File: src/design/i2c_burst_regs.svh
// register offsets, field positions, reset values and timing counts
`ifndef I2C_BURST_REGS_SVH
`define I2C_BURST_REGS_SVH
`define OFF_CONTROL      12'h020
`define OFF_MONITOR      12'h02c
`define OFF_BURST_LEN    12'h030
`define OFF_BURST_CNT    12'h034
`define OFF_BURST_CTRL   12'h038
`define OFF_TX_DATA      12'h03c
`define OFF_IRQ_STATUS   12'h040
`define OFF_IRQ_MASK     12'h044
`define OFF_OWN_ADDR     12'h800
`define CTL_SFE_BIT      5
`define CTL_MFE_BIT      4
`define MON_SDA_BIT      1
`define MON_SCL_BIT      0
`define BCTL_GO_BIT      8
`define BCTL_BUSY_BIT    9
`define EV_DONE          0
`define EV_NACK          1
`define EV_ZERO_LEN      2
`define EV_SLAVE_ADDR    3
`define MONITOR_RESET    2'h3
`define CLK_PERIOD_NS    5
`define SCL_QUARTER_NS   2500
`define SCL_QUARTER_CYC  ((`SCL_QUARTER_NS + `CLK_PERIOD_NS - 1) / `CLK_PERIOD_NS)
`endif

File: src/design/i2c_burst_pkg.sv
// types shared by the burst monitor design
package i2c_burst_pkg;
  typedef enum logic [1:0] {
    M_IDLE  = 2'b00,
    M_START = 2'b01,
    M_BITS  = 2'b10,
    M_STOP  = 2'b11
  } master_state_e;
  typedef enum logic [1:0] {
    S_IDLE = 2'b00,
    S_ADDR = 2'b01,
    S_ACK  = 2'b10
  } slave_state_e;
  typedef enum logic [3:0] {
    R_CONTROL, R_MONITOR, R_BLEN, R_BCNT, R_BCTRL, R_TXD, R_IST, R_IMASK, R_OWN, R_NONE
  } reg_sel_e;
endpackage

File: src/design/i2c_burst_monitor.sv
// two-wire controller: line monitor, master burst engine, own address slave
//
// Design decision made here: register access over AXI4-Lite.
`timescale 1ns/1ps
`include "i2c_burst_regs.svh"
module i2c_burst_monitor
  import i2c_burst_pkg::*;
(
  input  wire logic        aclk,     // system clock
  input  wire logic        aresetn,  // synchronous reset, low
  input  wire logic [11:0] awaddr,   // write address
  input  wire logic        awvalid,  // write address valid
  output logic             awready,  // write address ready
  input  wire logic [31:0] wdata,    // write data
  input  wire logic [3:0]  wstrb,    // write byte enables
  input  wire logic        wvalid,   // write data valid
  output logic             wready,   // write data ready
  output logic [1:0]       bresp,    // write response
  output logic             bvalid,   // write response valid
  input  wire logic        bready,   // write response ready
  input  wire logic [11:0] araddr,   // read address
  input  wire logic        arvalid,  // read address valid
  output logic             arready,  // read address ready
  output logic [31:0]      rdata,    // read data
  output logic [1:0]       rresp,    // read response
  output logic             rvalid,   // read data valid
  input  wire logic        rready,   // read data ready
  input  wire logic        serial_clock_line,       // clock line level
  output logic             serial_clock_line_drive, // clock line drive value, always 0
  output logic             serial_clock_line_oe,    // pull clock line low
  input  wire logic        serial_data_line,        // data line level
  output logic             serial_data_line_drive,  // data line drive value, always 0
  output logic             serial_data_line_oe,     // pull data line low
  output logic             irq                   // level interrupt
);
  // ----------------------------------------
  // register decode
  // ----------------------------------------
  function automatic reg_sel_e decode(input logic [11:0] a);
    case (a)
      `OFF_CONTROL:    decode = R_CONTROL;
      `OFF_MONITOR:    decode = R_MONITOR;
      `OFF_BURST_LEN:  decode = R_BLEN;
      `OFF_BURST_CNT:  decode = R_BCNT;
      `OFF_BURST_CTRL: decode = R_BCTRL;
      `OFF_TX_DATA:    decode = R_TXD;
      `OFF_IRQ_STATUS: decode = R_IST;
      `OFF_IRQ_MASK:   decode = R_IMASK;
      `OFF_OWN_ADDR:   decode = R_OWN;
      default:         decode = R_NONE;
    endcase
  endfunction

  localparam logic [9:0] QTR = 10'(`SCL_QUARTER_CYC);

  logic [11:0]   aw_addr;
  logic [31:0]   w_data;
  logic [3:0]    w_strb;
  logic          aw_hold, w_hold;
  logic          slave_function_enable, master_function_enable;
  logic [7:0]    burst_length, burst_countdown, tx_data;
  logic [6:0]    own_address_field, target_addr;
  logic [3:0]    irq_status, irq_mask, events;
  logic          scl_m, scl_s, sda_m, sda_s, scl_p, sda_p;
  master_state_e m_st;
  slave_state_e  s_st;
  logic [9:0]    qcnt;
  logic [1:0]    ph;
  logic [3:0]    bitn, s_bits;
  logic [7:0]    shreg, s_sh;
  logic          addr_phase, m_end, m_scl, m_sda, s_ack;
  logic          wr_now, go_req, tick;
  logic [2:0]    m_ev;
  logic          s_ev;

  assign wr_now = aw_hold && w_hold && !bvalid;
  assign go_req = wr_now && decode(aw_addr) == R_BCTRL && w_strb[1] && w_data[`BCTL_GO_BIT];
  assign tick   = (qcnt == QTR - 10'd1);
  // master and slave events live in separate flops so each has one writer
  assign events = {s_ev, m_ev};

  // ----------------------------------------
  // bus slave
  // ----------------------------------------
  always_ff @(posedge aclk) begin
    if (!aresetn) begin
      awready <= 1'b1;
      wready  <= 1'b1;
      aw_hold <= 1'b0;
      w_hold  <= 1'b0;
      aw_addr <= 12'h000;
      w_data  <= 32'h0000_0000;
      w_strb  <= 4'h0;
      bvalid  <= 1'b0;
      bresp   <= 2'b00;
    end else begin
      if (awvalid && awready) begin
        aw_hold <= 1'b1;
        awready <= 1'b0;
        aw_addr <= awaddr;
      end
      if (wvalid && wready) begin
        w_hold <= 1'b1;
        wready <= 1'b0;
        w_data <= wdata;
        w_strb <= wstrb;
      end
      if (wr_now) begin
        bvalid  <= 1'b1;
        bresp   <= (decode(aw_addr) == R_NONE) ? 2'b10 : 2'b00;
        aw_hold <= 1'b0;
        w_hold  <= 1'b0;
      end
      if (bvalid && bready) begin
        bvalid  <= 1'b0;
        awready <= 1'b1;
        wready  <= 1'b1;
      end
    end
  end

  always_ff @(posedge aclk) begin
    if (!aresetn) begin
      arready <= 1'b1;
      rvalid  <= 1'b0;
      rdata   <= 32'h0000_0000;
      rresp   <= 2'b00;
    end else if (arvalid && arready) begin
      arready <= 1'b0;
      rvalid  <= 1'b1;
      rresp   <= (decode(araddr) == R_NONE) ? 2'b10 : 2'b00;
      case (decode(araddr))
        R_CONTROL: rdata <= {26'h0, slave_function_enable, master_function_enable, 4'h0};
        R_MONITOR: rdata <= {30'h0, sda_s, scl_s};
        R_BLEN:    rdata <= {24'h0, burst_length};
        R_BCNT:    rdata <= {24'h0, burst_countdown};
        R_BCTRL:   rdata <= {22'h0, m_st != M_IDLE, 2'b00, target_addr};
        R_TXD:     rdata <= {24'h0, tx_data};
        R_IST:     rdata <= {28'h0, irq_status};
        R_IMASK:   rdata <= {28'h0, irq_mask};
        R_OWN:     rdata <= {25'h0, own_address_field};
        default:   rdata <= 32'h0000_0000;
      endcase
    end else if (rvalid && rready) begin
      rvalid  <= 1'b0;
      arready <= 1'b1;
    end
  end

  // ----------------------------------------
  // writable registers
  // ----------------------------------------
  always_ff @(posedge aclk) begin
    if (!aresetn) begin
      slave_function_enable               <= 1'b0;
      master_function_enable               <= 1'b0;
      burst_length      <= 8'h00;
      tx_data           <= 8'h00;
      target_addr       <= 7'h00;
      irq_mask          <= 4'h0;
      own_address_field <= 7'h00;
    end else if (wr_now && w_strb[0]) begin
      case (decode(aw_addr))
        R_CONTROL: {slave_function_enable, master_function_enable} <= {w_data[`CTL_SFE_BIT], w_data[`CTL_MFE_BIT]};
        R_BLEN:    burst_length <= w_data[7:0];
        R_BCTRL:   target_addr <= w_data[6:0];
        R_TXD:     tx_data <= w_data[7:0];
        R_IMASK:   irq_mask <= w_data[3:0];
        R_OWN:     own_address_field <= w_data[6:0];
        default:   ;
      endcase
    end
  end

  // set wins over a write-one clear in the same cycle
  always_ff @(posedge aclk) begin
    if (!aresetn) begin
      irq_status <= 4'h0;
      irq        <= 1'b0;
    end else begin
      if (wr_now && w_strb[0] && decode(aw_addr) == R_IST)
        irq_status <= (irq_status & ~w_data[3:0]) | events;
      else
        irq_status <= irq_status | events;
      irq <= |(irq_status & irq_mask);
    end
  end

  // ----------------------------------------
  // line synchronisers
  // ----------------------------------------
  // clock and data levels sampled, both idle high
  always_ff @(posedge aclk) begin
    if (!aresetn) begin
      {scl_m, scl_s, scl_p} <= {`MONITOR_RESET, 1'b1};
      {sda_m, sda_s, sda_p} <= {`MONITOR_RESET, 1'b1};
    end else begin
      {scl_m, scl_s, scl_p} <= {serial_clock_line, scl_m, scl_s};
      {sda_m, sda_s, sda_p} <= {serial_data_line, sda_m, sda_s};
    end
  end

  // ----------------------------------------
  // master burst engine
  // ----------------------------------------
  // no clock stretching: the engine owns the clock pace while busy
  always_ff @(posedge aclk) begin
    if (!aresetn) begin
      m_st            <= M_IDLE;
      qcnt            <= 10'h000;
      ph              <= 2'b00;
      bitn            <= 4'h0;
      shreg           <= 8'h00;
      addr_phase      <= 1'b0;
      m_end           <= 1'b0;
      m_scl           <= 1'b0;
      m_sda           <= 1'b0;
      burst_countdown <= 8'h00;
      m_ev            <= 3'h0;
    end else begin
      m_ev <= 3'h0;
      qcnt <= (m_st == M_IDLE || tick) ? 10'h000 : qcnt + 10'h001;
      if (m_st != M_IDLE && tick)
        ph <= ph + 2'b01;
      if (!master_function_enable) begin
        m_st  <= M_IDLE;
        m_scl <= 1'b0;
        m_sda <= 1'b0;
        ph    <= 2'b00;
      end else begin
        case (m_st)
          M_IDLE: begin
            ph <= 2'b00;
            if (go_req && burst_length == 8'h00) begin
              m_ev[`EV_ZERO_LEN] <= 1'b1;
            end else if (go_req) begin
              burst_countdown <= burst_length;
              shreg           <= {target_addr, 1'b0};
              addr_phase      <= 1'b1;
              bitn            <= 4'h0;
              m_end           <= 1'b0;
              m_st            <= M_START;
            end
          end
          M_START: if (tick) begin
            if (ph == 2'b00)
              m_sda <= 1'b1;
            else begin
              m_scl <= 1'b1;
              ph    <= 2'b00;
              m_st  <= M_BITS;
            end
          end
          M_BITS: if (tick) begin
            case (ph)
              2'b00: m_sda <= (bitn == 4'h8) ? 1'b0 : ~shreg[7];
              2'b01: m_scl <= 1'b0;
              2'b10: if (bitn == 4'h8) begin
                if (sda_s) begin
                  m_end                <= 1'b1;
                  m_ev[`EV_NACK]       <= 1'b1;
                end else if (!addr_phase) begin
                  burst_countdown <= burst_countdown - 8'h01;
                  if (burst_countdown == 8'h01) begin
                    m_end            <= 1'b1;
                    m_ev[`EV_DONE]   <= 1'b1;
                  end
                end
              end
              default: begin
                m_scl <= 1'b1;
                if (bitn == 4'h8) begin
                  bitn       <= 4'h0;
                  shreg      <= tx_data;
                  addr_phase <= 1'b0;
                  if (m_end)
                    m_st <= M_STOP;
                end else begin
                  bitn  <= bitn + 4'h1;
                  shreg <= {shreg[6:0], 1'b0};
                end
              end
            endcase
          end
          M_STOP: if (tick) begin
            case (ph)
              2'b00:   m_sda <= 1'b1;
              2'b01:   m_scl <= 1'b0;
              2'b10:   m_sda <= 1'b0;
              default: m_st  <= M_IDLE;
            endcase
          end
          default: m_st <= M_IDLE;
        endcase
      end
    end
  end

  // ----------------------------------------
  // own address slave
  // ----------------------------------------
  // answers the address byte only; data phases are left to other logic
  always_ff @(posedge aclk) begin
    if (!aresetn) begin
      s_st      <= S_IDLE;
      s_bits    <= 4'h0;
      s_sh      <= 8'h00;
      s_ack     <= 1'b0;
      s_ev      <= 1'b0;
    end else begin
      s_ev <= 1'b0;
      if (scl_s && scl_p && sda_p && !sda_s) begin
        s_st   <= S_ADDR;
        s_bits <= 4'h0;
        s_ack  <= 1'b0;
      end else if (scl_s && scl_p && !sda_p && sda_s) begin
        s_st  <= S_IDLE;
        s_ack <= 1'b0;
      end else begin
        case (s_st)
          S_ADDR: begin
            if (scl_s && !scl_p) begin
              s_sh   <= {s_sh[6:0], sda_s};
              s_bits <= s_bits + 4'h1;
            end else if (!scl_s && scl_p && s_bits == 4'h8) begin
              if (slave_function_enable && s_sh[7:1] == own_address_field) begin
                s_ack                  <= 1'b1;
                s_ev                   <= 1'b1;
                s_st                   <= S_ACK;
              end else
                s_st <= S_IDLE;
            end
          end
          S_ACK: if (!scl_s && scl_p) begin
            s_ack <= 1'b0;
            s_st  <= S_IDLE;
          end
          default: s_st <= S_IDLE;
        endcase
      end
    end
  end

  always_ff @(posedge aclk) begin
    if (!aresetn) begin
      serial_clock_line_oe <= 1'b0;
      serial_data_line_oe  <= 1'b0;
      serial_clock_line_drive <= 1'b0;
      serial_data_line_drive  <= 1'b0;
    end else begin
      serial_clock_line_oe <= m_scl;
      serial_data_line_oe  <= m_sda | s_ack;
    end
  end
endmodule // i2c_burst_monitor

File: config.mk
export PLATFORM = sky130hd
export DESIGN_NAME = i2c_burst_monitor
export DESIGN_NICKNAME = d
export VERILOG_FILES = /design/src/design/i2c_burst_pkg.sv /design/src/design/i2c_burst_monitor.sv
export VERILOG_INCLUDE_DIRS = /design/src /design/src/design
export SDC_FILE = /design/constraint.sdc
export NUM_CORES = 1
export LEC_CHECK = 0
export ABC_AREA = 1
export CAP_MARGIN = 20
export CORE_ASPECT_RATIO = 0.75
export CORE_UTILIZATION = 58
export DETAILED_ROUTE_END_ITERATION = 8
export DONT_BUFFER_PORTS = 1
export GPL_TIMING_DRIVEN = 0
export PLACE_DENSITY_LB_ADDON = 0.05
export REMOVE_ABC_BUFFERS = 1
export SETUP_SLACK_MARGIN = 0.05
export SLEW_MARGIN = 0
export SYNTH_ARGS = -nofsm -noshare
export SYNTH_HDL_FRONTEND = slang
export SYNTH_SLANG_ARGS = --single-unit
export TNS_END_PERCENT = 20
File: constraint.sdc
create_clock -name aclk -period 1.8 [get_ports aclk]
set_clock_uncertainty 0.1 [all_clocks]
set_input_delay 0.18 -clock aclk [delete_from_list [all_inputs] [get_ports aclk]]
set_output_delay 0.18 -clock aclk [all_outputs]
set_load 0.03 [all_outputs]
==> metrics, run 1 <==
dominant cell type by area after synthesis dfxtp_1; power per cell area 861.8 nW/µm²; Clock Pin Slew Worst Setup and Hold Paths 60 ps; Die ar. 13050 µm²; cell area after layout 8927 µm²; RSZ-0062 raised after global routing true; Clk Latency, worst-skew pair 420 ps; initial core utilization 0.5954; yosys warns 0; setup TNS -4295 ps; core area 12260 µm²; initial antenna violation count 0; share of post-route cells with drive strength above 1 0.1795; vias in the first global route 6311; remaining antenna violation count 0; unique cell type count in the Yosys netlist 54; startpoint class of the critical path flop; most frequent cells after synthesis nand2_1 (164), dfxtp_1 (147), nor2_1 (145); Post-synth EDFFs 0; Main synth FF type dfxtp_1; fin crit share 1.125; chip height roughly 99 µm; Pins Over Slew Limit 0; Max clock buf depth 2; synthesis-to-finish area growth 22.28%; cell repeated most along the worst path nor2_4; CP arrival roughly 2200 ps; top-level I/O count roughly 120; Logic pwr share 0.073; Slew @ Worst Pin around 900 ps; Cell Count, Final, Fillers Out 1258; number of vias per cell 5.452; leading cell types by total area after synthesis dfxtp_1 (40%), nand2_1 (8.4%), nor2_1 (7.5%), inv_1 (6.7%), a21oi_1 (6.4%); Die Wd ~130 µm; Final nets 1163; crit-path max FO 8; hold slack -25.04 ps; final wirelength 19.32 mm; post-DP HPWL 12.47 mm; synthesized cell area 7301 µm²; Tmin final approximately 2000 ps; Clock Sink Count roughly 150; Crit path largest cell delay 330 ps; Req. time, crit path between 2000 and 2500 ps; Critical Path, Cell by Cell nor2_4 > nand2_4 > nor2_4 > nand2_4 > nor2_4 > nand4_4 > nand2_2 > o21ai_2 > nor2_4 > buf_12 > nand2_8 > o21ai_2 > a21oi_2; Buf/Inv on CP 1; PnR worst setup slack -224.2 ps; cts bufs inserted 17; share of the synthesized area in the top cell type 0.4031; Internal about 5.8 mW; ys async rst share 0; flops & latches, synth 147; drt pass-1 iters 7; Clk Tree Root Cell clkbuf_16; Flop pwr share 0.447; syn_area_per_cell around 7.1 µm²; Tot GR Track Use 0.3035; Overall Power 7.693 mW; site row count 35; delay-heaviest family, CP simple AND/OR/NAND/NOR gates; failing checks hold timing, setup timing; CTS tree done; global-route wire length before repair 31.28 mm; Worst Setup End Kind flop; Slew HR 0.4112; number of H-tree levels 4; Final Hold Fails 8; worst vdd ir roughly 0.74 mV; Fillers 991; sw frac 0.2522; crit path max-delay cell type dfxtp_2; GR Overflow Total 0; cells after synthesis 1024; Max Cap Viol 0; placed instance count approximately 1200; routed vias 6858; most common cell in the netlist nand2_1; Final GP Congestion 0.9126; register area share after synthesis 0.4031; Antenna Cells 0; worst hold path class input port to flop; crit path kind flop to flop; Clock Power Share 0.480; status finished with violations; placed cell areas 7268 µm²; FMAX 494.0 MHz; IO buf count 0; Wirelength per Cell 15.36 µm; Leak Pwr 3.592 nW; final setup fails 26; largest net degree at the start of global routing 64; initial DRC count 579; Switch Pwr between 1.5 and 2 mW; DRC Markers 0
==> sequential cells by signal, indices dropped and copies added, names as in the netlist, 7 cells and up <==
signal,cells
aw_addr,12
qcnt,10
rdata,9
w_data,9
burst_countdown,8
burst_length,8
s_sh,8
shreg,8
tx_data,8
own_address_field,7
target_addr,7
==> routing by layer <==
layer	routed length (µm)	track usage
met1	9308	0.4312
met2	8347	0.4591
met3	1370	0.06116
met4	294	0.1047
met5	0	0
==> cells by family after synthesis <==
| kind of cell | synth area share |
|---|---|
| fa+ha+maj | 0.02571 |
| xor+xnor | 0.01800 |
| flops | 0.4031 |
| other cells | 0.0005136 |
| buf+inv | 0.1177 |
| compound gates | 0.1753 |
| simple gates | 0.2596 |
==> power groups by stage <==
stage               Clock [mW]  Combinational [mW]  Sequential [mW]
global route              3.87               0.615             3.44
detailed placement           0               0.376             3.50
global placement             0               0.371             3.49
finish                    3.69               0.562             3.44
floorplan                    0               0.314             3.47
CTS                       3.71               0.501             3.43
==> placed cells by master, fill, tap and decap left out, types with 6 or more instances in the layout <==
cell           instances
o21ai_2               14
o21ai_1               16
conb_1                27
nor3_1                 9
xor2_1                15
nand2_1              154
or2_2                  6
nand4_1               24
dfxtp_2               11
dlygate4sd3_1         30
inv_2                 13
o21ai_0               54
nand2_2               11
a21oi_1               90
nand3_1               38
o22ai_1               14
nor2_2                 8
clkbuf_16             17
inv_6                  8
nand3_2                7
dfxtp_1              135
buf_4                 26
nor2_4                14
inv_1                113
nor2_1               132
a211oi_1               8
ha_1                  11
==> cell type report <==
type | instances | area [µm²] | share of cell area
inverters | 137 | 553.0 | 0.06195
clock inverters | 13 | 170.2 | 0.01906
multi-input cells | 712 | 3991 | 0.4471
flip-flops and latches | 147 | 2960 | 0.3316
repair buffers | 61 | 576.8 | 0.06461
clock buffers | 19 | 442.9 | 0.04961
well taps | 166 | 207.7 | 0.02327
repair inverters | 3 | 25.02 | 0.002803
==> per-stage QoR <==
| step | worst slack (ps) | util |
|---|---|---|
| floorplan | -527.6 | - |
| global placement | -1465 | 0.5927 |
| detailed placement | -1488 | 0.5928 |
| CTS | -265.5 | 0.7077 |
| global route | -340.3 | 0.7281 |
| finish | -224.2 | 0.7281 |
==> what timing repair did <==
item                                    4_1_cts  5_1_grt
endpoints found under the setup margin       93      106
pin swaps                                    20       27
gates cloned                                  5        0
hold buffers                                 31        0
hold endpoints to repair                     82        0
gates resized for setup                      85       69
buffers inserted                             24        9
==> path summary, 6_finish.rpt <==
| kind | from | to | slack [ps] | cells past startpoint |
|---|---|---|---|---|
| setup reg to reg | aw_addr[6] | burst_countdown[7] | -220 | 13 |
| hold / removal | arvalid | rvalid | -30 | 2 |
| hold reg to reg | sda_m | sda_s | 320 | 1 |
| setup / recovery | aw_addr[6] | burst_countdown[7] | -220 | 13 |
(Power assumes the default switching activity.)
==> run 2, diff against run 1 <==
CORE_UTILIZATION = 60   (was 58)
CTS_BUF_LIST = sky130_fd_sc_hd__clkbuf_2   (was not set)
RECOVER_POWER = 25   (was not set)
SLEW_MARGIN = 20   (was 0)
==> run 2 against run 1 <==
The run still ends with hold timing, setup timing left. Largest power group is now sequential cells. Die area shrank 3.3%. Largest cell class unchanged. Flip-flop and latch count is the same. Wire length grew 1.1%. Critical endpoint is now bitn[1]. Non-clock buffer count grew 12. Clock-buffer cell count shrank 2. Global-route usage shrank 0.16 points. Combinational power shrank 6.9%.
==> metrics, run 2 (same netlist as run 1, synthesis figures left out) <==
fin util 0.7406 (+0.01256); power per cell area 702.0 nW/µm² (-19%); Slew HR 0.5790 (+0.1678); global-route wire length before repair 29.48 mm (-5.8%); Reg2Reg Depth 14 (+1); most common cell after layout, fill and taps aside nand2_1; crit-path max FO 6 (-2); fin crit share 1.177 (+0.05213); site row count 34 (-2.9%); final wirelength 19.54 mm (+1.1%); FMAX 472.1 MHz (-4.4%); Die Wd 129.4 µm (-1.7%); cts bufs inserted 17 (unchanged); Die ar. 12620 µm² (-3.3%); worst r2r src aw_addr[6]; worst hold path class input port to flop; Antenna Cells 0 (unchanged); Hold Crit Start aresetn; Overall Power 6.104 mW (-21%); Fillers 948 (-4.3%); final setup fails 28 (+7.7%); drt pass-1 iters 5 (-2); PnR worst setup slack -318.1 ps (-93.84 ps); Largest regs aw_addr (12), qcnt (10); Clk Tree Root Cell clkbuf_2; vias in the first global route 5890 (-6.7%); setup TNS -6691 ps (-2396 ps); GR Overflow Total 0 (unchanged); share of post-route cells with drive strength above 1 0.1938 (+0.01435); CTS tree done; core area 11740 µm² (-4.2%); number of vias per cell 5.449 (about the same); Biggest register aw_addr; initial DRC count 571 (-1.4%); Max Cap Viol 0 (unchanged); Final GP Congestion 0.9104 (-0.24%); placed instance count 1157 (-0.26%); Wirelength per Cell 15.44 µm (+0.50%); Logic pwr share 0.086 (+0.013); Tmin final 2118 ps (+93.84 ps); Max clock buf depth 2 (unchanged); top-level I/O count 115 (unchanged); CP arrival 2680 ps (+440 ps); number of H-tree levels 4 (unchanged); Cells on Worst Hold Path 1 (-1); sw frac 0.2917 (+0.03946); failing checks hold timing, setup timing; status finished with violations; reg-to-reg endpoint bitn[1]; flop2flop setup slack -320 ps (-90 ps); Slew @ Worst Pin 631.5 ps (-250.6 ps); Req. time, crit path 2360 ps (+340 ps); post-DP HPWL 12.41 mm (-0.51%); Clk Latency, worst-skew pair 730 ps (+310 ps); Tot GR Track Use 0.3019 (-0.001608); DRC Markers 0 (unchanged); Final nets 1175 (+1.0%); max FFs per register 12 (unchanged); initial antenna violation count 0 (unchanged); remaining antenna violation count 0 (unchanged); Hold Path Sink arready; Switch Pwr 1.780 mW (-8.2%); Clock Pin Slew Worst Setup and Hold Paths 240 ps (+180 ps); Internal 4.324 mW (-25%); chip height 97.53 µm (-1.6%); pre-CTS WS -1384 ps (+104.3 ps); initial core utilization 0.6218 (+0.02639); worst vdd ir 0.5145 mV (-31%); synthesis-to-finish area growth 19.11%; Final Hold Fails 75 (+67); Leak Pwr 3.535 nW (-1.6%); Pins Over Slew Limit 0 (unchanged); Cell Count, Final, Fillers Out 1266 (+0.64%); Clock Sink Count 147 (unchanged); largest net degree at the start of global routing 65 (+1.6%); placed cell areas 7283 µm² (+0.21%); cell area after layout 8696 µm² (-2.6%); Clock Power Share 0.351 (-0.129); routed vias 6899 (+0.60%); hold slack -565.1 ps (-540.0 ps); most frequent cells in the layout nand2_1 (155), dfxtp_1 (135), nor2_1 (133); IO buf count 0 (unchanged); crit path kind flop to flop; Worst Setup End Kind flop; RSZ-0062 raised after global routing true; startpoint class of the critical path flop; Flop pwr share 0.564 (+0.117)
[run 2: cell types whose count changed in the layout (fill, tap and decap cells not counted), sizes merged]
cell	change
clkinvlp	+1
buf	+14
dlymetal6s4s	+2
dlymetal6s2s	+1
clkbuf	-1
clkinv	-1
dlygate4sd3	-6
inv	+2
[run 2: worst max-delay path by stage]
| stage | start | end | slack [ps] | depth (start not counted) |
|---|---|---|---|---|
| CTS | aw_addr[7] | bitn[3] | -270 | 13 |
| global route | aw_addr[6] | shreg[7] | -380 | 14 |
| finish | aw_addr[6] | bitn[1] | -320 | 14 |
| detailed placement | m_st[0] | m_st[1] | -1380 | 9 |
| global placement | m_st[0] | m_st[0] | -1320 | 9 |
| floorplan | m_st[0] | m_st[0] | -530 | 9 |
[run 2: area by class of cell]
cell class,instances,area (µm²),area share
multi-input combinational,712,4018,0.4620
sequential,147,2958,0.3401
timing repair buffer,73,661.9,0.07612
inverter,137,548.0,0.06302
tap,162,202.7,0.02331
clock inverter,15,195.2,0.02245
clock buffer,17,85.08,0.009784
timing repair inverter,3,27.53,0.003165
[run 2: what timing repair did]
action / CTS / global route
buffers inserted: 20 / 25
hold endpoints to repair: 147 / 76
resized for setup: 57 / 115
endpoints found under the setup margin: 87 / 119
cloned: 4 / 1
hold buffers: 23 / 5
pin swaps: 12 / 33
[run 2: per-layer routing]
metal / vias up / track usage / wire length (µm) / part of all wire
li1: 3446 / - / - / -
met1: 3148 / 0.4485 / 9232 / 0.47
met2: 276 / 0.4446 / 8417 / 0.43
met3: 29 / 0.07104 / 1681 / 0.086
met4: 0 / 0.05249 / 210 / 0.011
met5: - / 0 / 0 / 0
[run 2: worst max-delay path, stage by stage, from the launching register on]
cell	delay [ps]
dfxtp_2	390
nor2_4	120
nand2_2	90
nor2_4	120
nand2_2	90
nor2_4	150
nand4_4	140
buf_6	150
o21ai_4	130
nor2_4	70
buf_6	130
nand2_8	110
inv_8	50
o21ai_2	130
nor2_1	60
[run 2: power by group through the flow]
stage / Combinational [mW] / Sequential (mW) / Clock (mW)
after CTS: 0.454 / 3.43 / 2.16
after detailed placement: 0.379 / 3.49 / 0
after global placement: 0.371 / 3.49 / 0
after floorplan: 0.314 / 3.47 / 0
after global routing: 0.575 / 3.45 / 2.31
final: 0.523 / 3.44 / 2.14
==> run 3, diff against run 2 <==
PLACE_DENSITY = 0.89   (was not set)
PLACE_DENSITY_LB_ADDON = not set   (was 0.05)
==> run 3 against run 2 <==
The flow finishes with violations (DRC, hold timing, setup timing). Maximum frequency down 4.7%. Worst setup slack worse by 100 ps. Die area is the same. Total power shrank 0.97%. Largest power group unchanged.
==> metrics, run 3 (same netlist as run 1, synthesis figures left out) <==
startpoint class of the critical path flop; largest net degree at the start of global routing 65 (unchanged); fin crit share 1.234 (+0.05743); Tot GR Track Use 0.3375 (+0.03561); Buf/Inv on CP 4 (+1); Tmin final 2221 ps (+103.4 ps); post-DP HPWL 12.61 mm (+1.6%); most common cell after layout, fill and taps aside nand2_1; Final GP Congestion 0.9551 (+4.9%); chip height 97.53 µm (unchanged); Clock Sink Count 147 (unchanged); global-route wire length before repair 33.18 mm (+13%); Worst Setup End Kind flop; DRC Markers 74 (+74); final setup fails 75 (+170%); Largest regs aw_addr (12), qcnt (10); Crit path largest cell delay 450 ps (+60 ps); Die ar. 12620 µm² (unchanged); PnR worst setup slack -421.4 ps (-103.4 ps); RSZ-0062 raised after global routing true; Biggest register aw_addr; IO buf count 0 (unchanged); number of vias per cell 6.272 (+15%); core area 11740 µm² (unchanged); Clk Tree Root Cell clkbuf_2; max FFs per register 12 (unchanged); failing checks DRC, hold timing, setup timing; Max Cap Viol 0 (unchanged); Die Wd 129.4 µm (unchanged); Slew @ Worst Pin 533.6 ps (-97.84 ps); hold slack -28.74 ps (+536.3 ps); FMAX 450.2 MHz (-4.7%); initial DRC count 1545 (+170%); top-level I/O count 115 (unchanged); Fillers 703 (-26%); remaining antenna violation count 0 (unchanged); Leak Pwr 3.677 nW (+4.0%); Critical Path, Cell by Cell inv_2 > nor3_4 > inv_2 > nor2_4 > inv_2 > nor4_4 > a21oi_1 > o21ai_0 > inv_1; CP arrival 2800 ps (+120 ps); Max clock buf depth 2 (unchanged); share of post-route cells with drive strength above 1 0.2243 (+0.03043); power per cell area 661.4 nW/µm² (-5.8%); fin util 0.7785 (+0.03783); Final nets 1209 (+2.9%); initial antenna violation count 1 (+1); Slew HR 0.6429 (+0.06391); crit-path max FO 4 (-2); site row count 34 (unchanged); crit path kind flop to flop; initial core utilization 0.6218 (unchanged); CTS tree done; Pins Over Slew Limit 0 (unchanged); drt pass-1 iters 9 (+4); cell repeated most along the worst path inv_2; Clk Latency, worst-skew pair 780 ps (+50 ps); most frequent cells in the layout nand2_1 (153), nor2_1 (131), dfxtp_1 (127); delay-heaviest family, CP simple AND/OR/NAND/NOR gates; synthesis-to-finish area growth 25.19%; Wirelength per Cell 19.90 µm (+29%); status finished with violations; Final Hold Fails 2 (-97%); pre-CTS WS -1322 ps (+61.53 ps); worst hold path class input port to flop; vias in the first global route 6854 (+16%); worst vdd ir 0.4808 mV (-6.5%); number of H-tree levels 4 (unchanged); routed vias 8154 (+18%); flop2flop setup slack -420 ps (-100 ps); Clock Pin Slew Worst Setup and Hold Paths 260 ps (+20 ps); crit path max-delay cell type nor4_4; GR Overflow Total 0 (unchanged); cts bufs inserted 17 (unchanged); final wirelength 25.86 mm (+32%); Req. time, crit path 2380 ps (+20 ps)
## run 3: layout make-up
cell class                 instances  area [µm²]  share of cell area
inverter                         137       563.0             0.06160
antenna                            1       2.502           0.0002738
tap                              162       202.7             0.02218
timing repair buffer             107        1006              0.1101
timing repair inverter             3       30.03            0.003285
multi-input combinational        712        4140              0.4530
clock buffer                      18       90.09            0.009856
sequential                       147        2968              0.3247
clock inverter                    13       137.6             0.01506
## run 3: timing repair
action / 4_1_cts / 5_1_grt
endpoints found under the setup margin: 91 / 113
pin swaps: 13 / 35
gates cloned: 2 / 3
buffers inserted: 23 / 37
hold buffers: 45 / 2
gates resized for setup: 67 / 130
hold endpoints to repair: 147 / 1
## run 3: tightest hold or removal path: stages
cell     delay [ps]
nand2_1          70
nor2_4          120
nand2_1         100
nand2_4          70
nor2_1           40
nand2_1         120
a21oi_1          80
## run 3: worst paths after layout
check                           cells after the start  startpoint              endpoint
worst max-delay path                                9     aw_hold         irq_status[3]
worst min-delay path                                7   araddr[6]              rresp[1]
worst max register to register                      9     aw_hold         irq_status[3]
worst min register to register                      2       m_scl  serial_clock_line_oe
## run 3: power by group
part	leakage, nW	internal (mW)	switching (mW)	total (mW)
logic	2.34	0.215	0.433	0.648
registers	1.20	3.33	0.123	3.46
clock network	0.136	0.633	1.31	1.94
total	3.68	4.18	1.86	6.04
## run 3: layer usage
metal / global-route usage / up-vias / wire length (µm)
li1: - / 3511 / -
met3: 0.1030 / 257 / 3524
met2: 0.5099 / 750 / 11420
met5: 0 / - / 14
met4: 0.1312 / 2 / 1798
met1: 0.4475 / 3634 / 9107
## run 3: stage by stage
| step | std cells | hold WS, ps | setup TNS (ps) | total power [mW] | cell area (µm²) |
|---|---|---|---|---|---|
| finish | 1300 | -28.74 | -16110 | 6.045 | 9140 |
| global route | 1299 | -3.448 | -21140 | 6.206 | 9138 |
| CTS | 1258 | -51.38 | -5418 | 5.793 | 8334 |
| detailed placement | 1157 | 167.8 | -47130 | 3.870 | 7283 |
| global placement | 1156 | 162.4 | -56380 | 3.851 | 7262 |
| floorplan | 994 | 148.9 | -10690 | 3.780 | 7059 |
